--- src/hw/asb_pkg.sv ---
// package of encodings and constants for the alu, shift and branch subset
package asb_pkg;
	localparam int ASB_WIDTH = 16;
	localparam int ASB_ACC_WIDTH = 40;
	localparam int ASB_TAKEN_CYCLES = 4;
	localparam int ASB_NOT_TAKEN_CYCLES = 1;
	localparam logic [4:0] ASB_SHAMT_MASK = 5'h0f;
	// status flag positions
	localparam int ASB_FLAG_C = 0;
	localparam int ASB_FLAG_Z = 1;
	localparam int ASB_FLAG_OV = 2;
	localparam int ASB_FLAG_N = 3;
	localparam int ASB_FLAG_DC = 4;
	localparam int ASB_FLAG_OA = 5;
	localparam int ASB_FLAG_OB = 6;
	localparam int ASB_FLAG_SA = 7;
	localparam int ASB_FLAG_SB = 8;
	localparam int ASB_NFLAGS = 9;
	localparam logic [ASB_NFLAGS-1:0] ASB_FLAGS_RESET = 9'h000;
	localparam logic [ASB_ACC_WIDTH-1:0] ASB_ACC_RESET = 40'h0000000000;
	localparam logic [ASB_WIDTH-1:0] ASB_DATA_RESET = 16'h0000;
	typedef enum logic [2:0] {
		ASB_OP_NONE = 3'b000,
		ASB_OP_ADD_WITH_CARRY = 3'b001,
		ASB_OP_ACC_ADD = 3'b010,
		ASB_OP_ACC_ADD_REG = 3'b011,
		ASB_OP_SHIFT_ONE = 3'b100,
		ASB_OP_SHIFT_REG = 3'b101,
		ASB_OP_SHIFT_LIT = 3'b110,
		ASB_OP_BRANCH = 3'b111
	} asb_op_t;
	// operand pair of the add-with-carry form
	typedef enum logic [1:0] {
		ASB_SRC_FILE_DEFAULT_WORKING_REG = 2'b00,
		ASB_SRC_TEN_BIT_LITERAL_REG = 2'b01,
		ASB_SRC_REG_REG = 2'b10,
		ASB_SRC_REG_FIVE_BIT_LITERAL = 2'b11
	} asb_src_t;
	typedef enum logic [4:0] {
		ASB_CC_ALWAYS = 5'h00,
		ASB_CC_C = 5'h01,
		ASB_CC_NC = 5'h02,
		ASB_CC_N = 5'h03,
		ASB_CC_NN = 5'h04,
		ASB_CC_OV = 5'h05,
		ASB_CC_NOV = 5'h06,
		ASB_CC_Z = 5'h07,
		ASB_CC_NZ = 5'h08,
		ASB_CC_GE = 5'h09,
		ASB_CC_GT = 5'h0a,
		ASB_CC_LE = 5'h0b,
		ASB_CC_LT = 5'h0c,
		ASB_CC_GEU = 5'h0d,
		ASB_CC_GTU = 5'h0e,
		ASB_CC_LEU = 5'h0f,
		ASB_CC_LTU = 5'h10,
		ASB_CC_OA = 5'h11,
		ASB_CC_OB = 5'h12,
		ASB_CC_SA = 5'h13,
		ASB_CC_SB = 5'h14
	} asb_cond_t;
	typedef enum logic [1:0] {
		ASB_ST_IDLE = 2'b00,
		ASB_ST_FLUSH = 2'b01
	} asb_state_t;
endpackage : asb_pkg

--- src/hw/asb_cond_eval.sv ---
// branch condition evaluation from the status flags
`timescale 1ns/10ps
module asb_cond_eval (
	// selection
	input wire asb_pkg::asb_cond_t cond,
	input wire logic acc_present,
	// flags
	input wire logic [asb_pkg::ASB_NFLAGS-1:0] flags,
	// result
	output logic taken
);
	import asb_pkg::*;
	wire c = flags[ASB_FLAG_C];
	wire z = flags[ASB_FLAG_Z];
	wire v = flags[ASB_FLAG_OV];
	wire n = flags[ASB_FLAG_N];
	wire lt_signed = n ^ v;
	always_comb begin
		taken = 1'b0;
		unique case (cond)
			ASB_CC_ALWAYS: taken = 1'b1;
			ASB_CC_C: taken = c;
			ASB_CC_NC: taken = ~c;
			ASB_CC_N: taken = n;
			ASB_CC_NN: taken = ~n;
			ASB_CC_OV: taken = v;
			ASB_CC_NOV: taken = ~v;
			ASB_CC_Z: taken = z;
			ASB_CC_NZ: taken = ~z;
			ASB_CC_GE: taken = ~lt_signed;
			ASB_CC_GT: taken = ~lt_signed & ~z;
			ASB_CC_LE: taken = lt_signed | z;
			ASB_CC_LT: taken = lt_signed;
			ASB_CC_GEU: taken = c;
			ASB_CC_GTU: taken = c & ~z;
			ASB_CC_LEU: taken = ~c | z;
			ASB_CC_LTU: taken = ~c;
			ASB_CC_OA: taken = acc_present & flags[ASB_FLAG_OA];
			ASB_CC_OB: taken = acc_present & flags[ASB_FLAG_OB];
			ASB_CC_SA: taken = acc_present & flags[ASB_FLAG_SA];
			ASB_CC_SB: taken = acc_present & flags[ASB_FLAG_SB];
			default: taken = 1'b0;
		endcase
	end
endmodule : asb_cond_eval

--- src/hw/asb_datapath.sv ---
// execution datapath: add with carry, accumulator add, arithmetic shifts, branches
`timescale 1ns/10ps
module asb_datapath #(
	parameter bit ACC_PRESENT = 1'b1
) (
	// clock and reset
	input wire logic clk,
	input wire logic rst,
	// issue
	input wire logic issue_valid,
	input wire asb_pkg::asb_op_t issue_op,
	input wire asb_pkg::asb_src_t add_src,
	input wire logic to_working_reg,
	input wire logic acc_sel_b,
	input wire asb_pkg::asb_cond_t branch_cond,
	// operands
	input wire logic [asb_pkg::ASB_WIDTH-1:0] file_operand,
	input wire logic [asb_pkg::ASB_WIDTH-1:0] default_working_reg,
	input wire logic [asb_pkg::ASB_WIDTH-1:0] base_operand,
	input wire logic [asb_pkg::ASB_WIDTH-1:0] source_operand,
	input wire logic [9:0] ten_bit_literal,
	input wire logic [4:0] five_bit_literal,
	// answer
	output logic issue_ready,
	output logic result_valid,
	output logic [asb_pkg::ASB_WIDTH-1:0] result_data,
	output logic result_to_file,
	output logic result_to_working,
	output logic result_to_dest,
	output logic branch_taken,
	output logic [asb_pkg::ASB_NFLAGS-1:0] status_flags,
	output logic [asb_pkg::ASB_ACC_WIDTH-1:0] acc_a,
	output logic [asb_pkg::ASB_ACC_WIDTH-1:0] acc_b
);
	import asb_pkg::*;
	localparam logic [1:0] FLUSH_LEN = 2'(ASB_TAKEN_CYCLES - ASB_NOT_TAKEN_CYCLES - 1);
	asb_state_t state_reg, state_next;
	logic [1:0] flush_cnt_reg, flush_cnt_next;
	logic [ASB_NFLAGS-1:0] flags_reg, flags_next;
	logic [ASB_ACC_WIDTH-1:0] acc_a_reg, acc_b_reg;
	logic [ASB_WIDTH-1:0] data_reg;
	logic valid_reg, to_file_reg, to_work_reg, to_dest_reg, taken_reg;
	logic cond_true;
	wire go = issue_valid & issue_ready;
	// add operand selection
	wire is_file_form = add_src == ASB_SRC_FILE_DEFAULT_WORKING_REG;
	wire [ASB_WIDTH-1:0] add_a = is_file_form ? file_operand :
		(add_src == ASB_SRC_TEN_BIT_LITERAL_REG) ? {6'h00, ten_bit_literal} : base_operand;
	wire [ASB_WIDTH-1:0] add_b = is_file_form ? default_working_reg :
		(add_src == ASB_SRC_REG_FIVE_BIT_LITERAL) ? {11'h000, five_bit_literal} :
		(add_src == ASB_SRC_TEN_BIT_LITERAL_REG) ? base_operand : source_operand;
	wire cin = flags_reg[ASB_FLAG_C];
	wire [ASB_WIDTH:0] sum = {1'b0, add_a} + {1'b0, add_b} + {16'h0000, cin};
	wire [4:0] nib = {1'b0, add_a[3:0]} + {1'b0, add_b[3:0]} + {4'h0, cin};
	wire sum_ov = (add_a[15] == add_b[15]) & (sum[15] != add_a[15]);
	wire [ASB_WIDTH-1:0] sh_src = is_file_form ? file_operand : source_operand;
	wire [ASB_WIDTH-1:0] sh1 = {sh_src[15], sh_src[15:1]};
	wire [4:0] shamt = (issue_op == ASB_OP_SHIFT_REG) ? (source_operand[4:0] & ASB_SHAMT_MASK)
		: (five_bit_literal & ASB_SHAMT_MASK);
	wire [ASB_WIDTH-1:0] shn = 16'($signed(base_operand) >>> shamt);
	wire [ASB_ACC_WIDTH-1:0] acc_dst = acc_sel_b ? acc_b_reg : acc_a_reg;
	wire [ASB_ACC_WIDTH-1:0] acc_src = (issue_op == ASB_OP_ACC_ADD) ?
		(acc_sel_b ? acc_a_reg : acc_b_reg) : {{24{source_operand[15]}}, source_operand};
	wire [ASB_ACC_WIDTH:0] acc_sum = {acc_dst[39], acc_dst} + {acc_src[39], acc_src};
	wire acc_ov = acc_sum[40] != acc_sum[39];
	wire acc_ov31 = (acc_sum[39:31] != 9'h000) & (acc_sum[39:31] != 9'h1ff);
	wire acc_sat = acc_ov;
	wire [ASB_ACC_WIDTH-1:0] acc_res = acc_sat ?
		(acc_sum[40] ? 40'h8000000000 : 40'h7fffffffff) : acc_sum[39:0];
	wire do_acc = go & ACC_PRESENT &
		((issue_op == ASB_OP_ACC_ADD) | (issue_op == ASB_OP_ACC_ADD_REG));
	asb_cond_eval u_cond (
		.cond(branch_cond),
		.acc_present(ACC_PRESENT),
		.flags(flags_reg),
		.taken(cond_true)
	);
	assign issue_ready = state_reg == ASB_ST_IDLE;
	always_comb begin
		flags_next = flags_reg;
		if (go) begin
			unique case (issue_op)
				ASB_OP_ADD_WITH_CARRY: begin
					flags_next[ASB_FLAG_C] = sum[16];
					flags_next[ASB_FLAG_DC] = nib[4];
					flags_next[ASB_FLAG_N] = sum[15];
					flags_next[ASB_FLAG_OV] = sum_ov;
					flags_next[ASB_FLAG_Z] = sum[15:0] == 16'h0000;
				end
				ASB_OP_ACC_ADD, ASB_OP_ACC_ADD_REG: begin
					if (ACC_PRESENT) begin
						if (acc_sel_b) begin
							flags_next[ASB_FLAG_OB] = acc_ov31;
							flags_next[ASB_FLAG_SB] = flags_reg[ASB_FLAG_SB] | acc_sat;
						end else begin
							flags_next[ASB_FLAG_OA] = acc_ov31;
							flags_next[ASB_FLAG_SA] = flags_reg[ASB_FLAG_SA] | acc_sat;
						end
					end
				end
				ASB_OP_SHIFT_ONE: begin
					flags_next[ASB_FLAG_C] = sh_src[0];
					flags_next[ASB_FLAG_N] = sh1[15];
					flags_next[ASB_FLAG_OV] = 1'b0;
					flags_next[ASB_FLAG_Z] = sh1 == 16'h0000;
				end
				ASB_OP_SHIFT_REG, ASB_OP_SHIFT_LIT: begin
					flags_next[ASB_FLAG_N] = shn[15];
					flags_next[ASB_FLAG_Z] = shn == 16'h0000;
				end
				ASB_OP_BRANCH, ASB_OP_NONE: flags_next = flags_reg;
			endcase
		end
	end
	always_comb begin
		state_next = state_reg;
		flush_cnt_next = flush_cnt_reg;
		unique case (state_reg)
			ASB_ST_IDLE: begin
				if (go && issue_op == ASB_OP_BRANCH && cond_true) begin
					state_next = ASB_ST_FLUSH;
					flush_cnt_next = FLUSH_LEN;
				end
			end
			ASB_ST_FLUSH: begin
				if (flush_cnt_reg == 2'h0) begin
					state_next = ASB_ST_IDLE;
				end else begin
					flush_cnt_next = flush_cnt_reg - 2'h1;
				end
			end
			default: state_next = ASB_ST_IDLE;
		endcase
	end
	logic [ASB_WIDTH-1:0] data_next;
	logic wr_file, wr_work, wr_dest;
	always_comb begin
		data_next = ASB_DATA_RESET;
		wr_file = 1'b0;
		wr_work = 1'b0;
		wr_dest = 1'b0;
		unique case (issue_op)
			ASB_OP_ADD_WITH_CARRY: begin
				data_next = sum[15:0];
				wr_file = is_file_form & ~to_working_reg;
				wr_work = is_file_form & to_working_reg;
				wr_dest = ~is_file_form;
			end
			ASB_OP_SHIFT_ONE: begin
				data_next = sh1;
				wr_file = is_file_form & ~to_working_reg;
				wr_work = is_file_form & to_working_reg;
				wr_dest = ~is_file_form;
			end
			ASB_OP_SHIFT_REG, ASB_OP_SHIFT_LIT: begin
				data_next = shn;
				wr_dest = 1'b1;
			end
			ASB_OP_ACC_ADD, ASB_OP_ACC_ADD_REG, ASB_OP_BRANCH, ASB_OP_NONE: begin
				data_next = ASB_DATA_RESET;
			end
		endcase
	end
	always_ff @(posedge clk) begin
		if (rst) begin
			state_reg <= ASB_ST_IDLE;
			flush_cnt_reg <= 2'h0;
			flags_reg <= ASB_FLAGS_RESET;
		end else begin
			state_reg <= state_next;
			flush_cnt_reg <= flush_cnt_next;
			flags_reg <= flags_next;
		end
	end
	always_ff @(posedge clk) begin
		if (rst) begin
			acc_a_reg <= ASB_ACC_RESET;
			acc_b_reg <= ASB_ACC_RESET;
		end else if (do_acc) begin
			if (acc_sel_b) begin
				acc_b_reg <= acc_res;
			end else begin
				acc_a_reg <= acc_res;
			end
		end
	end
	always_ff @(posedge clk) begin
		if (rst) begin
			valid_reg <= 1'b0;
			data_reg <= ASB_DATA_RESET;
			to_file_reg <= 1'b0;
			to_work_reg <= 1'b0;
			to_dest_reg <= 1'b0;
			taken_reg <= 1'b0;
		end else begin
			valid_reg <= go;
			data_reg <= go ? data_next : data_reg;
			to_file_reg <= go & wr_file;
			to_work_reg <= go & wr_work;
			to_dest_reg <= go & wr_dest;
			taken_reg <= go & (issue_op == ASB_OP_BRANCH) & cond_true;
		end
	end
	assign result_valid = valid_reg;
	assign result_data = data_reg;
	assign result_to_file = to_file_reg;
	assign result_to_working = to_work_reg;
	assign result_to_dest = to_dest_reg;
	assign branch_taken = taken_reg;
	assign status_flags = flags_reg;
	assign acc_a = acc_a_reg;
	assign acc_b = acc_b_reg;
endmodule : asb_datapath

--- config.mk ---
export PLATFORM = sky130hd
export DESIGN_NAME = asb_datapath
export DESIGN_NICKNAME = d
export VERILOG_FILES = /design/src/hw/asb_pkg.sv /design/src/hw/asb_cond_eval.sv /design/src/hw/asb_datapath.sv
export SDC_FILE = /design/constraint.sdc
export NUM_CORES = 1
export LEC_CHECK = 0
export ABC_AREA = 0
export BUFFER_PORTS_ARGS = -buffer_cell sky130_fd_sc_hd__buf_2
export CAP_MARGIN = 30
export CORE_ASPECT_RATIO = 1.4
export CORE_MARGIN = 2
export CORE_UTILIZATION = 50
export CTS_CLUSTER_SIZE = 28
export DETAILED_ROUTE_END_ITERATION = 8
export PLACE_DENSITY = 0.82
export SLEW_MARGIN = 40
export SYNTH_ARGS = -nofsm -noshare
export SYNTH_HDL_FRONTEND = slang
export SYNTH_SLANG_ARGS = --single-unit
--- constraint.sdc ---
create_clock -name clk -period 6.2 [get_ports clk]
set_clock_uncertainty 0.05 [all_clocks]
set_input_delay 0.62 -clock clk [delete_from_list [all_inputs] [get_ports clk]]
set_output_delay 0.62 -clock clk [all_outputs]
set_load 0.05 [all_outputs]
**After elaboration in Yosys (flattened, before gate mapping)**

Index checks and enable logic that the tools add are counted.

- Add/subtract/negate cells: 6
- Equality and inequality tests: 37
- Shift operators: 1
- Mux-type cells: 27
- Bitwise gates (word level): 27
- Reduce and logical (&&, ||, !) cells: 29

Operators with widths:

| cell | number |
|---|---|
| two-way mux 40 bit | 5 |
| two-way mux 16 bit | 6 |
| one-hot mux 16 bit (4 select lines) | 1 |
| zero test 16 bit | 3 |
| adder 40 x 40 -> 41 bit | 1 |
| equality test 5 x 4 -> 1 bit (second input constant) | 8 |
| equality test 5 bit (second input constant) | 5 |
| equality test 5 x 3 -> 1 bit (second input constant) | 4 |
| one-hot mux 1 bit (19 select lines) | 1 |
| adder 16 x 16 -> 17 bit | 1 |
| adder 17 x 1 -> 17 bit | 1 |
| >>> shifter 16 x 4 -> 16 bit | 1 |
| AND 1 bit | 13 |
| equality test 3 bit (second input constant) | 4 |
| AND reduction 2 bit | 6 |
| equality test 5 x 2 -> 1 bit (second input constant) | 2 |
| OR reduction 2 bit | 5 |
| inequality test 9 bit (second input constant) | 1 |
| AND reduction 3 bit | 3 |
| nonzero test 9 bit | 1 |
| two-way mux 2 bit | 4 |
| inverter 1 bit | 8 |
| one-hot mux 2 bit (2 select lines) | 2 |
| equality test 3 x 2 -> 1 bit (second input constant) | 2 |
| other kinds (24) | 39 |

- Bits in registers: 114
- Input bits: 94
- Output and inout bits: 111
- Logic and storage cells: 142

**Logic depth before layout (Yosys ltp)**

Gate-level depths: netlist of run 1.

- Depth after elaboration: 9
- Mapped depth: 21
- Mapped depth without buffers: 16

**Cells and area by module**

Synthesis of run 1 repeated with hierarchy kept, for this count alone.

- Cells, all modules: 1423
- Area total of the unflattened synthesis: 10630.2 µm²

By module, submodules not included:

| module | instances | cells each | area each (µm²) | sequential area each (µm²) |
|---|---|---|---|---|
| asb_datapath | 1 | 1384 | 10380.0 | 2262.2 |
| asb_cond_eval | 1 | 39 | 250.2 | 0.0 |

**Least setup slack after synthesis of run 1**

Ideal clock, no wire load.

- Path type: input-to-reg
- From: in add_src[1]
- To: reg flags_reg[0], in the netlist status_flags[0]
- Setup time: 0.132 ns
- Arrival: 4.322 ns
- Required time: 6.018 ns
- Setup slack: 1.696 ns
- Stages: 14
- Buffers on the path: 2
- Path through: clkbuf_1 > clkbuf_1 > mux4_2 > fa_1 > fa_1 > a21o_1 > a21o_1 > a21oi_1 > o211ai_1 > a31o_2 > a21o_1 > a21o_1 > a211oi_1 > a2111oi_0

- Longest elaborated chain between the ends: 7
- Elaborated cells between the ends (all ways): 12
- Those cells by class: add/sub (2); eq/ne (2); mux (7); reduce/logical (1)

RTL lines:

| what | RTL line | text |
|---|---|---|
| start, declared | asb_datapath.sv:12 | `input wire asb_pkg::asb_src_t add_src,` |
| equality test 2 x 1 -> 1 bit | asb_datapath.sv:48, asb_datapath.sv:51 |  |
| two-way mux 16 bit | asb_datapath.sv:51 | `(add_src == ASB_SRC_TEN_BIT_LITERAL_REG) ? base_operand : source_operand;` |
| two-way mux 16 bit | asb_datapath.sv:50 | `(add_src == ASB_SRC_REG_FIVE_BIT_LITERAL) ? {11'h000, five_bit_literal} :` |
| two-way mux 16 bit | asb_datapath.sv:49 | `wire [ASB_WIDTH-1:0] add_b = is_file_form ? default_working_reg :` |
| adder 16 x 16 -> 17 bit | asb_datapath.sv:53 | `wire [ASB_WIDTH:0] sum = {1'b0, add_a} + {1'b0, add_b} + {16'h0000, cin};` |
| adder 17 x 1 -> 17 bit | asb_datapath.sv:53 |  |
| one-hot mux 1 bit (2 select lines) (*) | asb_datapath.sv:82 | `unique case (issue_op)` |
| end signal, assigned | asb_datapath.sv:172 | `flags_reg <= flags_next;` |
| end, declared | asb_datapath.sv:39 | `logic [ASB_NFLAGS-1:0] flags_reg, flags_next;` |

Every way passes the cells marked *; elsewhere a longest branch is shown, timed or not.
A chain may end at the register's enable or synchronous reset.

**Worst setup path in the final report of run 1**

- From: in issue_op[2]
- To: reg flags_reg[5], in the netlist status_flags[5]

- Longest elaborated chain between the ends: 5
- Elaborated cells between the ends (all ways): 9
- Those cells by class: add/sub (1); eq/ne (3); mux (1); bitwise (1); reduce/logical (3)

RTL lines:

| what | RTL line | text |
|---|---|---|
| start, declared | asb_datapath.sv:11 | `input wire asb_pkg::asb_op_t issue_op,` |
| equality test 3 x 2 -> 1 bit | asb_datapath.sv:62, asb_datapath.sv:82 |  |
| two-way mux 40 bit | asb_datapath.sv:62 | `wire [ASB_ACC_WIDTH-1:0] acc_src = (issue_op == ASB_OP_ACC_ADD) ?` |
| adder 40 x 40 -> 41 bit | asb_datapath.sv:64 | `wire [ASB_ACC_WIDTH:0] acc_sum = {acc_dst[39], acc_dst} + {acc_src[39], acc_src};` |
| inequality test 9 bit or nonzero test 9 bit (tied branches) | asb_datapath.sv:66 | `wire acc_ov31 = (acc_sum[39:31] != 9'h000) & (acc_sum[39:31] != 9'h1ff);` |
| AND 1 bit | asb_datapath.sv:66 |  |

Several ways; a longest one is shown, not always the timed one.

==> flow_summary.ini, run 1 <==
[global_routing]
globalRouteMet3Util_pct = 5.787
gr-usage-all-layers_pct = 32.26
grt_remaining_overflow = 0
use_met2_pct = 59.89
grt_pass1_wl_um = 57920
top_usage_layer = met2
antenna_found_initial = 1
grt_max_degree = 55
grt_pass1_vias = 11062
met1_usage_pct = 35.27

[logic_synthesis]
ys.flop_type = dfxtp_1
syn-num-nets = 1523
synth_mux_area_share_pct = 18.36
synth_top_family_by_area = compound AO/OA/AOI/OAI gates
ys_warn_count = 0
synthSimpleGateAreaFrac_pct = 18.77
netlist_area_mm2 = 0.01050
synthCells = 1370
synth-xor-area-share_pct = 4.171
async_flop_share_pct = 0
syn_area_per_cell_um2 = 7.664
synthAdderAreaFrac_pct = 7.459
synth_compound_area_share_pct = 25.17
synth-edff-count = 0
ys_ff_latch = 113
seq_area_frac_synth_pct = 21.54
synth_cell_types = 73

[floorplanning]
die_w_um = 126.5
num_io_pins = 205
core_area_mm2 = 0.02056
initial_core_util_pct = 51.08
dieArea_mm2 = 0.02219
die_h_um = 175.5
num_rows = 62

[sta]
fin_crit_ns = 4.817
fin_tns_setup_ns = 0
hold_violations = 0
slew_headroom_pct = 43.56
setup_viol = 0
report.final.slew_viol_count = 0
grt_setup_unrepaired = false
tightest_slew_ns = 0.8434
min_period_over_period_pct = 77.69
fmax_mhz = 207.6

[cts]
clock-sinks = 113
clk_latency_ns = 0.43
ctsLongestPathBuffers = 2
h-tree-depth = 4
clkTransAtPathRegs_ns = 0.06
cts-root-buf = clkbuf_16
ctsHoldBuffers = 0
postCtsSetupRepairBufs = 0
cts_tree = yes
cts_made_buffers = 17
cts_resized = 0

[setup_path]
endpoint = status_flags[5]
crit_buf_inv = 3
worstPathMaxFanout = 17
start_kind = primary input
r2r-end = status_flags[5]
cpMaxStageDelayCell = nor4_1
cpPeakStageDelay_ns = 0.63
reg2reg_from = acc_a[0]
endpoint_kind = flip-flop
crit_type = primary input to flip-flop
critical-path-top-delay-family = simple AND/OR/NAND/NOR gates
rrSetupSlack_ns = 2.10
worstPathCellList = buf_2 > nand2b_1 > nor2_4 > buf_4 > a21oi_1 > ha_1 > nand4_1 > nor4_1 > a22oi_1 > a21oi_1 > nor3_1 > xor2_1 > buf_4 > o211ai_1 > nor4_1 > o32ai_1
crit_cells = 16
cp.arrival_ns = 5.06
required_ns = 6.45
crit_start = issue_op[2]
r2r_cells = 14

[pwr]
vdd.ir_drop.worst_uv = 198.1
finalPower_w = 0.002792
power_leakage_nw = 5.501
power_density_mw_per_mm2 = 226.5

[place]
dp_hpwl_um = 28120
place.gp.congestion = 1.015
port_buffers = 204
post-place-cells = 1757
post_dp_cell_area_mm2 = 0.01166

[cells_and_area]
layoutNonFillerInstCount = 1789
multi_input_area_mm2 = 0.007811
fin_area_mm2 = 0.01233
area_growth_syn_to_layout_pct = 17.42
fillers = 1859
ff_latch_area_mm2 = 0.002262
nets = 1673
diodes = 0
drive_above_1_share_pct = 23.03
layout_commonest_cell = buf_2
mostFrequentLayoutCells = buf_2, nand2_1, nor2_1

[route]
ant_nets = 0
via_per_inst = 6.372
vias = 11400
wl_um = 36630
drt_iter0_markers = 1015
drc = 0
wl_per_cell_um = 20.48
drtPass1Iterations = 8

[outcome]
outcome = finished clean

[worst_hold_path]
holdCritPathClass = primary input to flip-flop

[run]
cap_violations = 0
how the worst min path moves through the flow:
stage | from | depth (start not counted) | end
floorplan | flush_cnt_reg[1] | 2 | flush_cnt_reg[1]
global placement | flush_cnt_reg[1] | 2 | flush_cnt_reg[1]
detailed placement | flush_cnt_reg[1] | 2 | flush_cnt_reg[1]
CTS | to_working_reg | 2 | result_to_file
global route | to_working_reg | 2 | result_to_file
finish | to_working_reg | 2 | result_to_file
Yosys cell counts, types with 15 or more instances:
master      n  area share, %
mux2i_1    93            8.9
a211oi_1   35            2.5
o21ai_0    97            4.6
xor2_1     15            1.3
ha_1       56            6.7
nand4_1    20            1.2
o211ai_1   15            1.1
o21ai_1    45            2.1
inv_1      23           0.82
nand2_1   154            5.5
dfxtp_1   113             22
a21oi_1   130            6.2
mux4_2     16            3.4
nand2b_1   20            1.2
nor2_1    137            4.9
clkbuf_1   71            2.5
a21o_1     15            1.1
xnor2_1    35            2.9
nor3_1     33            1.6
mux2_2     51            5.5
per-stage QoR:
stage	hold WS (ns)	utilization [%]	worst slack, ns
CTS	0.3048	59.93	1.507
floorplan	0.3881	-	1.696
detailed placement	0.4145	56.74	1.089
global route	0.3186	59.98	0.9270
global placement	0.4007	56.67	1.052
finish	0.3096	59.98	1.383
cells by family after synthesis:
| group | after synthesis |
|---|---|
| AND/OR/NAND/NOR | 434 |
| flip-flops | 113 |
| multiplexers | 163 |
| AO/OA/AOI/OAI | 432 |
| buffers and inverters | 117 |
| adder cells (fa/ha/maj) | 61 |
| XOR/XNOR | 50 |
routing by layer:
layer  up-vias  wire length [µm]
li1       5351                 -
met1      5404             13750
met2       523             18920
met3       120              2308
met4         2              1648
met5         -                13
power by group:
group	switching, W	internal (W)
Sequential	0.0000241	0.000755
Clock	0.000381	0.000718
Combinational	0.000598	0.000318
Total	0.00100	0.00179
area by class of cell:
class                   instances  share of cell area [%]
clock inverters                11                   1.421
repair buffers                225                   9.681
inverters                      23                  0.7002
multi-input cells            1140                   63.36
well taps                     256                   2.598
flip-flops and latches        113                   18.35
clock buffers                  21                   3.897
Note: power is estimated with default switching activity, not from simulation.
==> run 2: changes to the inputs <==
--- a/config.mk
+++ b/config.mk
@@ -13,7 +13,7 @@
 export CORE_UTILIZATION = 50
 export CTS_CLUSTER_SIZE = 28
 export DETAILED_ROUTE_END_ITERATION = 8
-export PLACE_DENSITY = 0.82
+export PLACE_DENSITY = 0.85
 export SLEW_MARGIN = 40
 export SYNTH_ARGS = -nofsm -noshare
 export SYNTH_HDL_FRONTEND = slang
==> constraint.sdc (replaced) <==
create_clock -name clk -period 4.42 [get_ports clk]
set_clock_uncertainty 0.05 [all_clocks]
set_input_delay 0.442 -clock clk [delete_from_list [all_inputs] [get_ports clk]]
set_output_delay 0.442 -clock clk [all_outputs]
set_load 0.05 [all_outputs]
==> flow_summary.ini, run 2 (synthesized netlist as in run 1, its figures left out) <==
[global_routing]
grt_remaining_overflow = 0
gr-usage-all-layers_pct = 32.58
grt_pass1_wl_um = 58030
grt_max_degree = 54
grt_pass1_vias = 11254
antenna_found_initial = 0

[setup_path]
worstPathMaxFanout = 27
r2r_cells = 15
worstPathCellList = buf_4 > buf_12 > mux2_2 > ha_1 > a21oi_1 > o21ai_0 > a22oi_1 > and3_1 > a21oi_1 > o311ai_1 > nand4_1 > nor4_1 > o32ai_1
cpMaxStageDelayCell = o311ai_1
endpoint_kind = flip-flop
crit_start = acc_sel_b
crit_type = primary input to flip-flop
crit_top_cell = a21oi_1
endpoint = status_flags[5]
required_ns = 4.68
start_kind = primary input
cpPeakStageDelay_ns = 0.54
reg2reg_from = acc_b[0]
cp.arrival_ns = 4.26
r2r-end = status_flags[5]
rrSetupSlack_ns = 0.73

[cells_and_area]
fillers = 1876
layoutNonFillerInstCount = 1813
fin_area_mm2 = 0.01245
drive_above_1_share_pct = 23.89
mostFrequentLayoutCells = buf_2, nand2_1, nor2_1
area_growth_syn_to_layout_pct = 18.60
nets = 1697
layout_commonest_cell = buf_2
final_util_pct = 60.58
diodes = 0

[place]
post-place-cells = 1781
port_buffers = 204
dp_hpwl_um = 28400
post_dp_cell_area_mm2 = 0.01184
place.gp.congestion = 1.047

[cts]
h-tree-depth = 4
cts_made_buffers = 17
clkTransAtPathRegs_ns = 0.07
cts-root-buf = clkbuf_16
cts_resized = 0
clock-sinks = 113
ctsLongestPathBuffers = 2
postCtsSetupRepairBufs = 0
cts_tree = yes
clk_latency_ns = 0.44
ctsHoldBuffers = 0

[route]
wl_um = 36700
via_per_inst = 6.398
drc = 0
vias = 11599
wl_per_cell_um = 20.24
drtPass1Iterations = 7
ant_nets = 0
drt_iter0_markers = 1017

[sta]
report.final.slew_viol_count = 0
hold_violations = 0
slew_headroom_pct = 43.02
setup_viol = 0
min_period_over_period_pct = 90.60
tightest_slew_ns = 0.8515
fmax_mhz = 249.7
fin_crit_ns = 4.004
grt_setup_unrepaired = false
fin_tns_setup_ns = 0
hold_ws_ns = 0.1159

[pwr]
vdd.ir_drop.worst_uv = 271.2
power_density_mw_per_mm2 = 310.1
power_leakage_nw = 5.596

[floorplanning]
die_h_um = 175.5
num_io_pins = 205
num_rows = 62
dieArea_mm2 = 0.02219
die_w_um = 126.5
initial_core_util_pct = 51.08
core_area_mm2 = 0.02056

[outcome]
outcome = finished clean

[run]
cap_violations = 0

[worst_hold_path]
holdCritPathClass = primary input to flip-flop
run 2: changes by cell type in the layout (fill, tap and decap cells not counted), sizes merged:
cell,delta
clkinvlp,-1
clkbuf,-4
inv,+10
buf,+24
bufinv,-2
clkinv,-3
run 2: area by class of cell:
| class | count | area (µm²) | area share (%) |
|---|---|---|---|
| clock buffer | 17 | 425.4 | 3.416 |
| clock inverter | 15 | 185.2 | 1.487 |
| inverter | 23 | 86.33 | 0.6933 |
| multi-input combinational | 1140 | 7787 | 62.53 |
| sequential | 113 | 2262 | 18.17 |
| tap | 256 | 320.3 | 2.572 |
| timing repair buffer | 249 | 1386 | 11.13 |
run 2: worst min path at each step:
stage                                   to             start  slack (ns)  cells after the start
after global placement    flush_cnt_reg[1]  flush_cnt_reg[1]        0.40                      2
after detailed placement         acc_b[21]         acc_b[21]        0.42                      2
after CTS                   result_to_file    to_working_reg        0.11                      2
after global routing        result_to_file    to_working_reg        0.12                      2
after floorplan           flush_cnt_reg[1]  flush_cnt_reg[1]        0.39                      2
final                       result_to_file    to_working_reg        0.12                      2
run 2: power by group:
part	switching (W)	leakage, nW	internal (W)
Combinational	0.000837	4.38	0.000466
Clock	0.000607	0.299	0.000859
Sequential	0.0000343	0.918	0.00106
Total	0.00148	5.60	0.00238
run 2: stage by stage:
step                power, W  setup WS, ns
finish              0.003861        0.4157
global route        0.004019       0.08674
CTS                 0.003848        0.4939
detailed placement  0.002386       0.04872
global placement    0.002368       0.09966
floorplan           0.002022       0.09407
run 2: critical path, delay by kind of cell:
| kind | cells | cell delay, ns |
|---|---|---|
| compound gates | 6 | 1.62 |
| fa+ha+maj | 1 | 0.41 |
| simple gates | 3 | 0.84 |
| mux | 1 | 0.36 |
| buf+inv | 2 | 0.55 |
run 2: routing by layer:
metal	up-vias	part of all wire, %	GRT usage, %
met2	585	50	57.46
met1	5422	37	35.77
li1	5411	-	-
met5	-	0	0
met4	0	6.5	20.79
met3	181	7.0	5.666
==> run 3: changes to the inputs <==
--- a/config.mk
+++ b/config.mk
@@ -10,10 +10,10 @@
 export CAP_MARGIN = 30
 export CORE_ASPECT_RATIO = 1.4
 export CORE_MARGIN = 2
-export CORE_UTILIZATION = 50
+export CORE_UTILIZATION = 52
 export CTS_CLUSTER_SIZE = 28
 export DETAILED_ROUTE_END_ITERATION = 8
-export PLACE_DENSITY = 0.85
+export PLACE_DENSITY = 0.88
 export SLEW_MARGIN = 40
 export SYNTH_ARGS = -nofsm -noshare
 export SYNTH_HDL_FRONTEND = slang
==> constraint.sdc (replaced) <==
create_clock -name clk -period 4.42 [get_ports clk]
set_clock_uncertainty 0.05 [all_clocks]
set_input_delay 0.442 -clock clk [delete_from_list [all_inputs] [get_ports clk]]
set_output_delay 0.442 -clock clk [all_outputs]
set_load 0.01 [all_outputs]
==> flow_summary.ini, run 3 (synthesized netlist as in run 1, its figures left out) <==
[outcome]
outcome = finished clean

[cells_and_area]
diodes = 0
area_growth_syn_to_layout_pct = 20.25
mostFrequentLayoutCells = buf_2, nand2_1, nor2_1
layout_commonest_cell = buf_2
drive_above_1_share_pct = 24.68
fillers = 1776
nets = 1712

[floorplanning]
die_h_um = 172.1
die_w_um = 124.1
num_rows = 61
core_area_mm2 = 0.01984
initial_core_util_pct = 52.91
num_io_pins = 205
dieArea_mm2 = 0.02136

[pwr]
power_leakage_nw = 5.681
finalPower_w = 0.003729
power_density_mw_per_mm2 = 295.3
vdd.ir_drop.worst_uv = 270.2

[place]
pre_cts_slack_ns = 0.09031
port_buffers = 204
dp_hpwl_um = 28770
place.gp.congestion = 1.018

[cts]
ctsHoldBuffers = 0
cts_resized = 0
postCtsSetupRepairBufs = 0
clkTransAtPathRegs_ns = 0.06
cts_tree = yes
cts_made_buffers = 17
cts-root-buf = clkbuf_16
h-tree-depth = 4
clock-sinks = 113
clk_latency_ns = 0.43
ctsLongestPathBuffers = 2

[route]
drtPass1Iterations = 6
via_per_inst = 6.353
drt_iter0_markers = 985
drc = 0
vias = 11587
wl_um = 36840
ant_nets = 0
wl_per_cell_um = 20.20

[worst_hold_path]
hold_depth = 2
hp-start = to_working_reg
hold_path_end = result_to_file
holdCritPathClass = primary input to flip-flop

[global_routing]
gr-usage-all-layers_pct = 34.39
grt_pass1_vias = 11376
antenna_found_initial = 0
grt_pass1_wl_um = 57480
grt_max_degree = 54
grt_remaining_overflow = 0

[setup_path]
rrSetupSlack_ns = 0.75
required_ns = 4.72
cpPeakStageDelay_ns = 0.44
crit_type = primary input to flip-flop
worstPathMaxFanout = 27
worstPathCellList = buf_4 > buf_12 > mux2_2 > ha_1 > a21oi_1 > o21ai_0 > a2bb2oi_1 > a21oi_1 > nor3_1 > xor2_1 > a211oi_2 > buf_4 > nor2_1 > o21ai_1
r2r_cells = 16
cp.arrival_ns = 4.28
reg2reg_from = acc_b[0]
start_kind = primary input
r2r-end = status_flags[5]
cpMaxStageDelayCell = a2bb2oi_1
endpoint_kind = flip-flop

[sta]
fin_tns_setup_ns = 0
fmax_mhz = 251.4
hold_violations = 0
min_period_over_period_pct = 90.01
slew_headroom_pct = 43.65
setup_viol = 0
setup_ws_ns = 0.4415
grt_setup_unrepaired = false
tightest_slew_ns = 0.8422
fin_crit_ns = 3.978
report.final.slew_viol_count = 0

[run]
cap_violations = 0
## run 3: per-stage QoR
| step | hold WS, ns | cell area [µm²] | util [%] | std cells |
|---|---|---|---|---|
| CTS | 0.1103 | 12620 | 63.61 | 1824 |
| finish | 0.1258 | 12630 | 63.63 | 1824 |
| floorplan | 0.3881 | 10500 | - | 1370 |
| global placement | 0.4017 | 12010 | 60.54 | 1792 |
| detailed placement | 0.4090 | 12010 | 60.54 | 1792 |
| global route | 0.1177 | 12630 | 63.63 | 1824 |
## run 3: worst max path at each step
| stage | from | to | slack [ns] |
|---|---|---|---|
| floorplan | add_src[1] | status_flags[0] | 0.09 |
| global placement | issue_op[2] | status_flags[7] | 0.22 |
| detailed placement | acc_sel_b | acc_a[29] | 0.09 |
| CTS | issue_op[2] | status_flags[7] | 0.55 |
| global route | acc_sel_b | acc_a[29] | 0.19 |
| finish | acc_sel_b | acc_a[29] | 0.44 |
## run 3: area by class of cell
type | count | area, µm² | share of cell area, %
timing repair buffer | 264 | 1562 | 12.37
clock buffer | 17 | 425.4 | 3.369
inverter | 23 | 86.33 | 0.6838
sequential | 113 | 2262 | 17.92
tap | 252 | 315.3 | 2.497
multi-input combinational | 1140 | 7791 | 61.71
clock inverter | 15 | 183.9 | 1.457
## run 3: power by group
group	leakage [nW]	total [W]	switching (W)	internal (W)
clock	0.290	0.00143	0.000537	0.000890
combinational	4.47	0.00121	0.000725	0.000483
sequential	0.918	0.00109	0.0000345	0.00106
total	5.68	0.00373	0.00130	0.00243
## run 3: metal layers
layer / track usage, % / routed length, µm / vias up
met1: 36.20 / 13220 / 5414
met4: 22.52 / 2497 / 0
li1: - / - / 5433
met5: 0 / 0 / -
met2: 61.13 / 18450 / 566
met3: 6.893 / 2677 / 174
## run 3: critical path, delay by kind of cell
family                   cells  cell delay (ns)
AND/OR/NAND/NOR              2             0.41
adder cells (fa/ha/maj)      1             0.40
multiplexers                 1             0.36
XOR/XNOR                     1             0.21
buffers and inverters        3             0.93
AO/OA/AOI/OAI                6             1.48
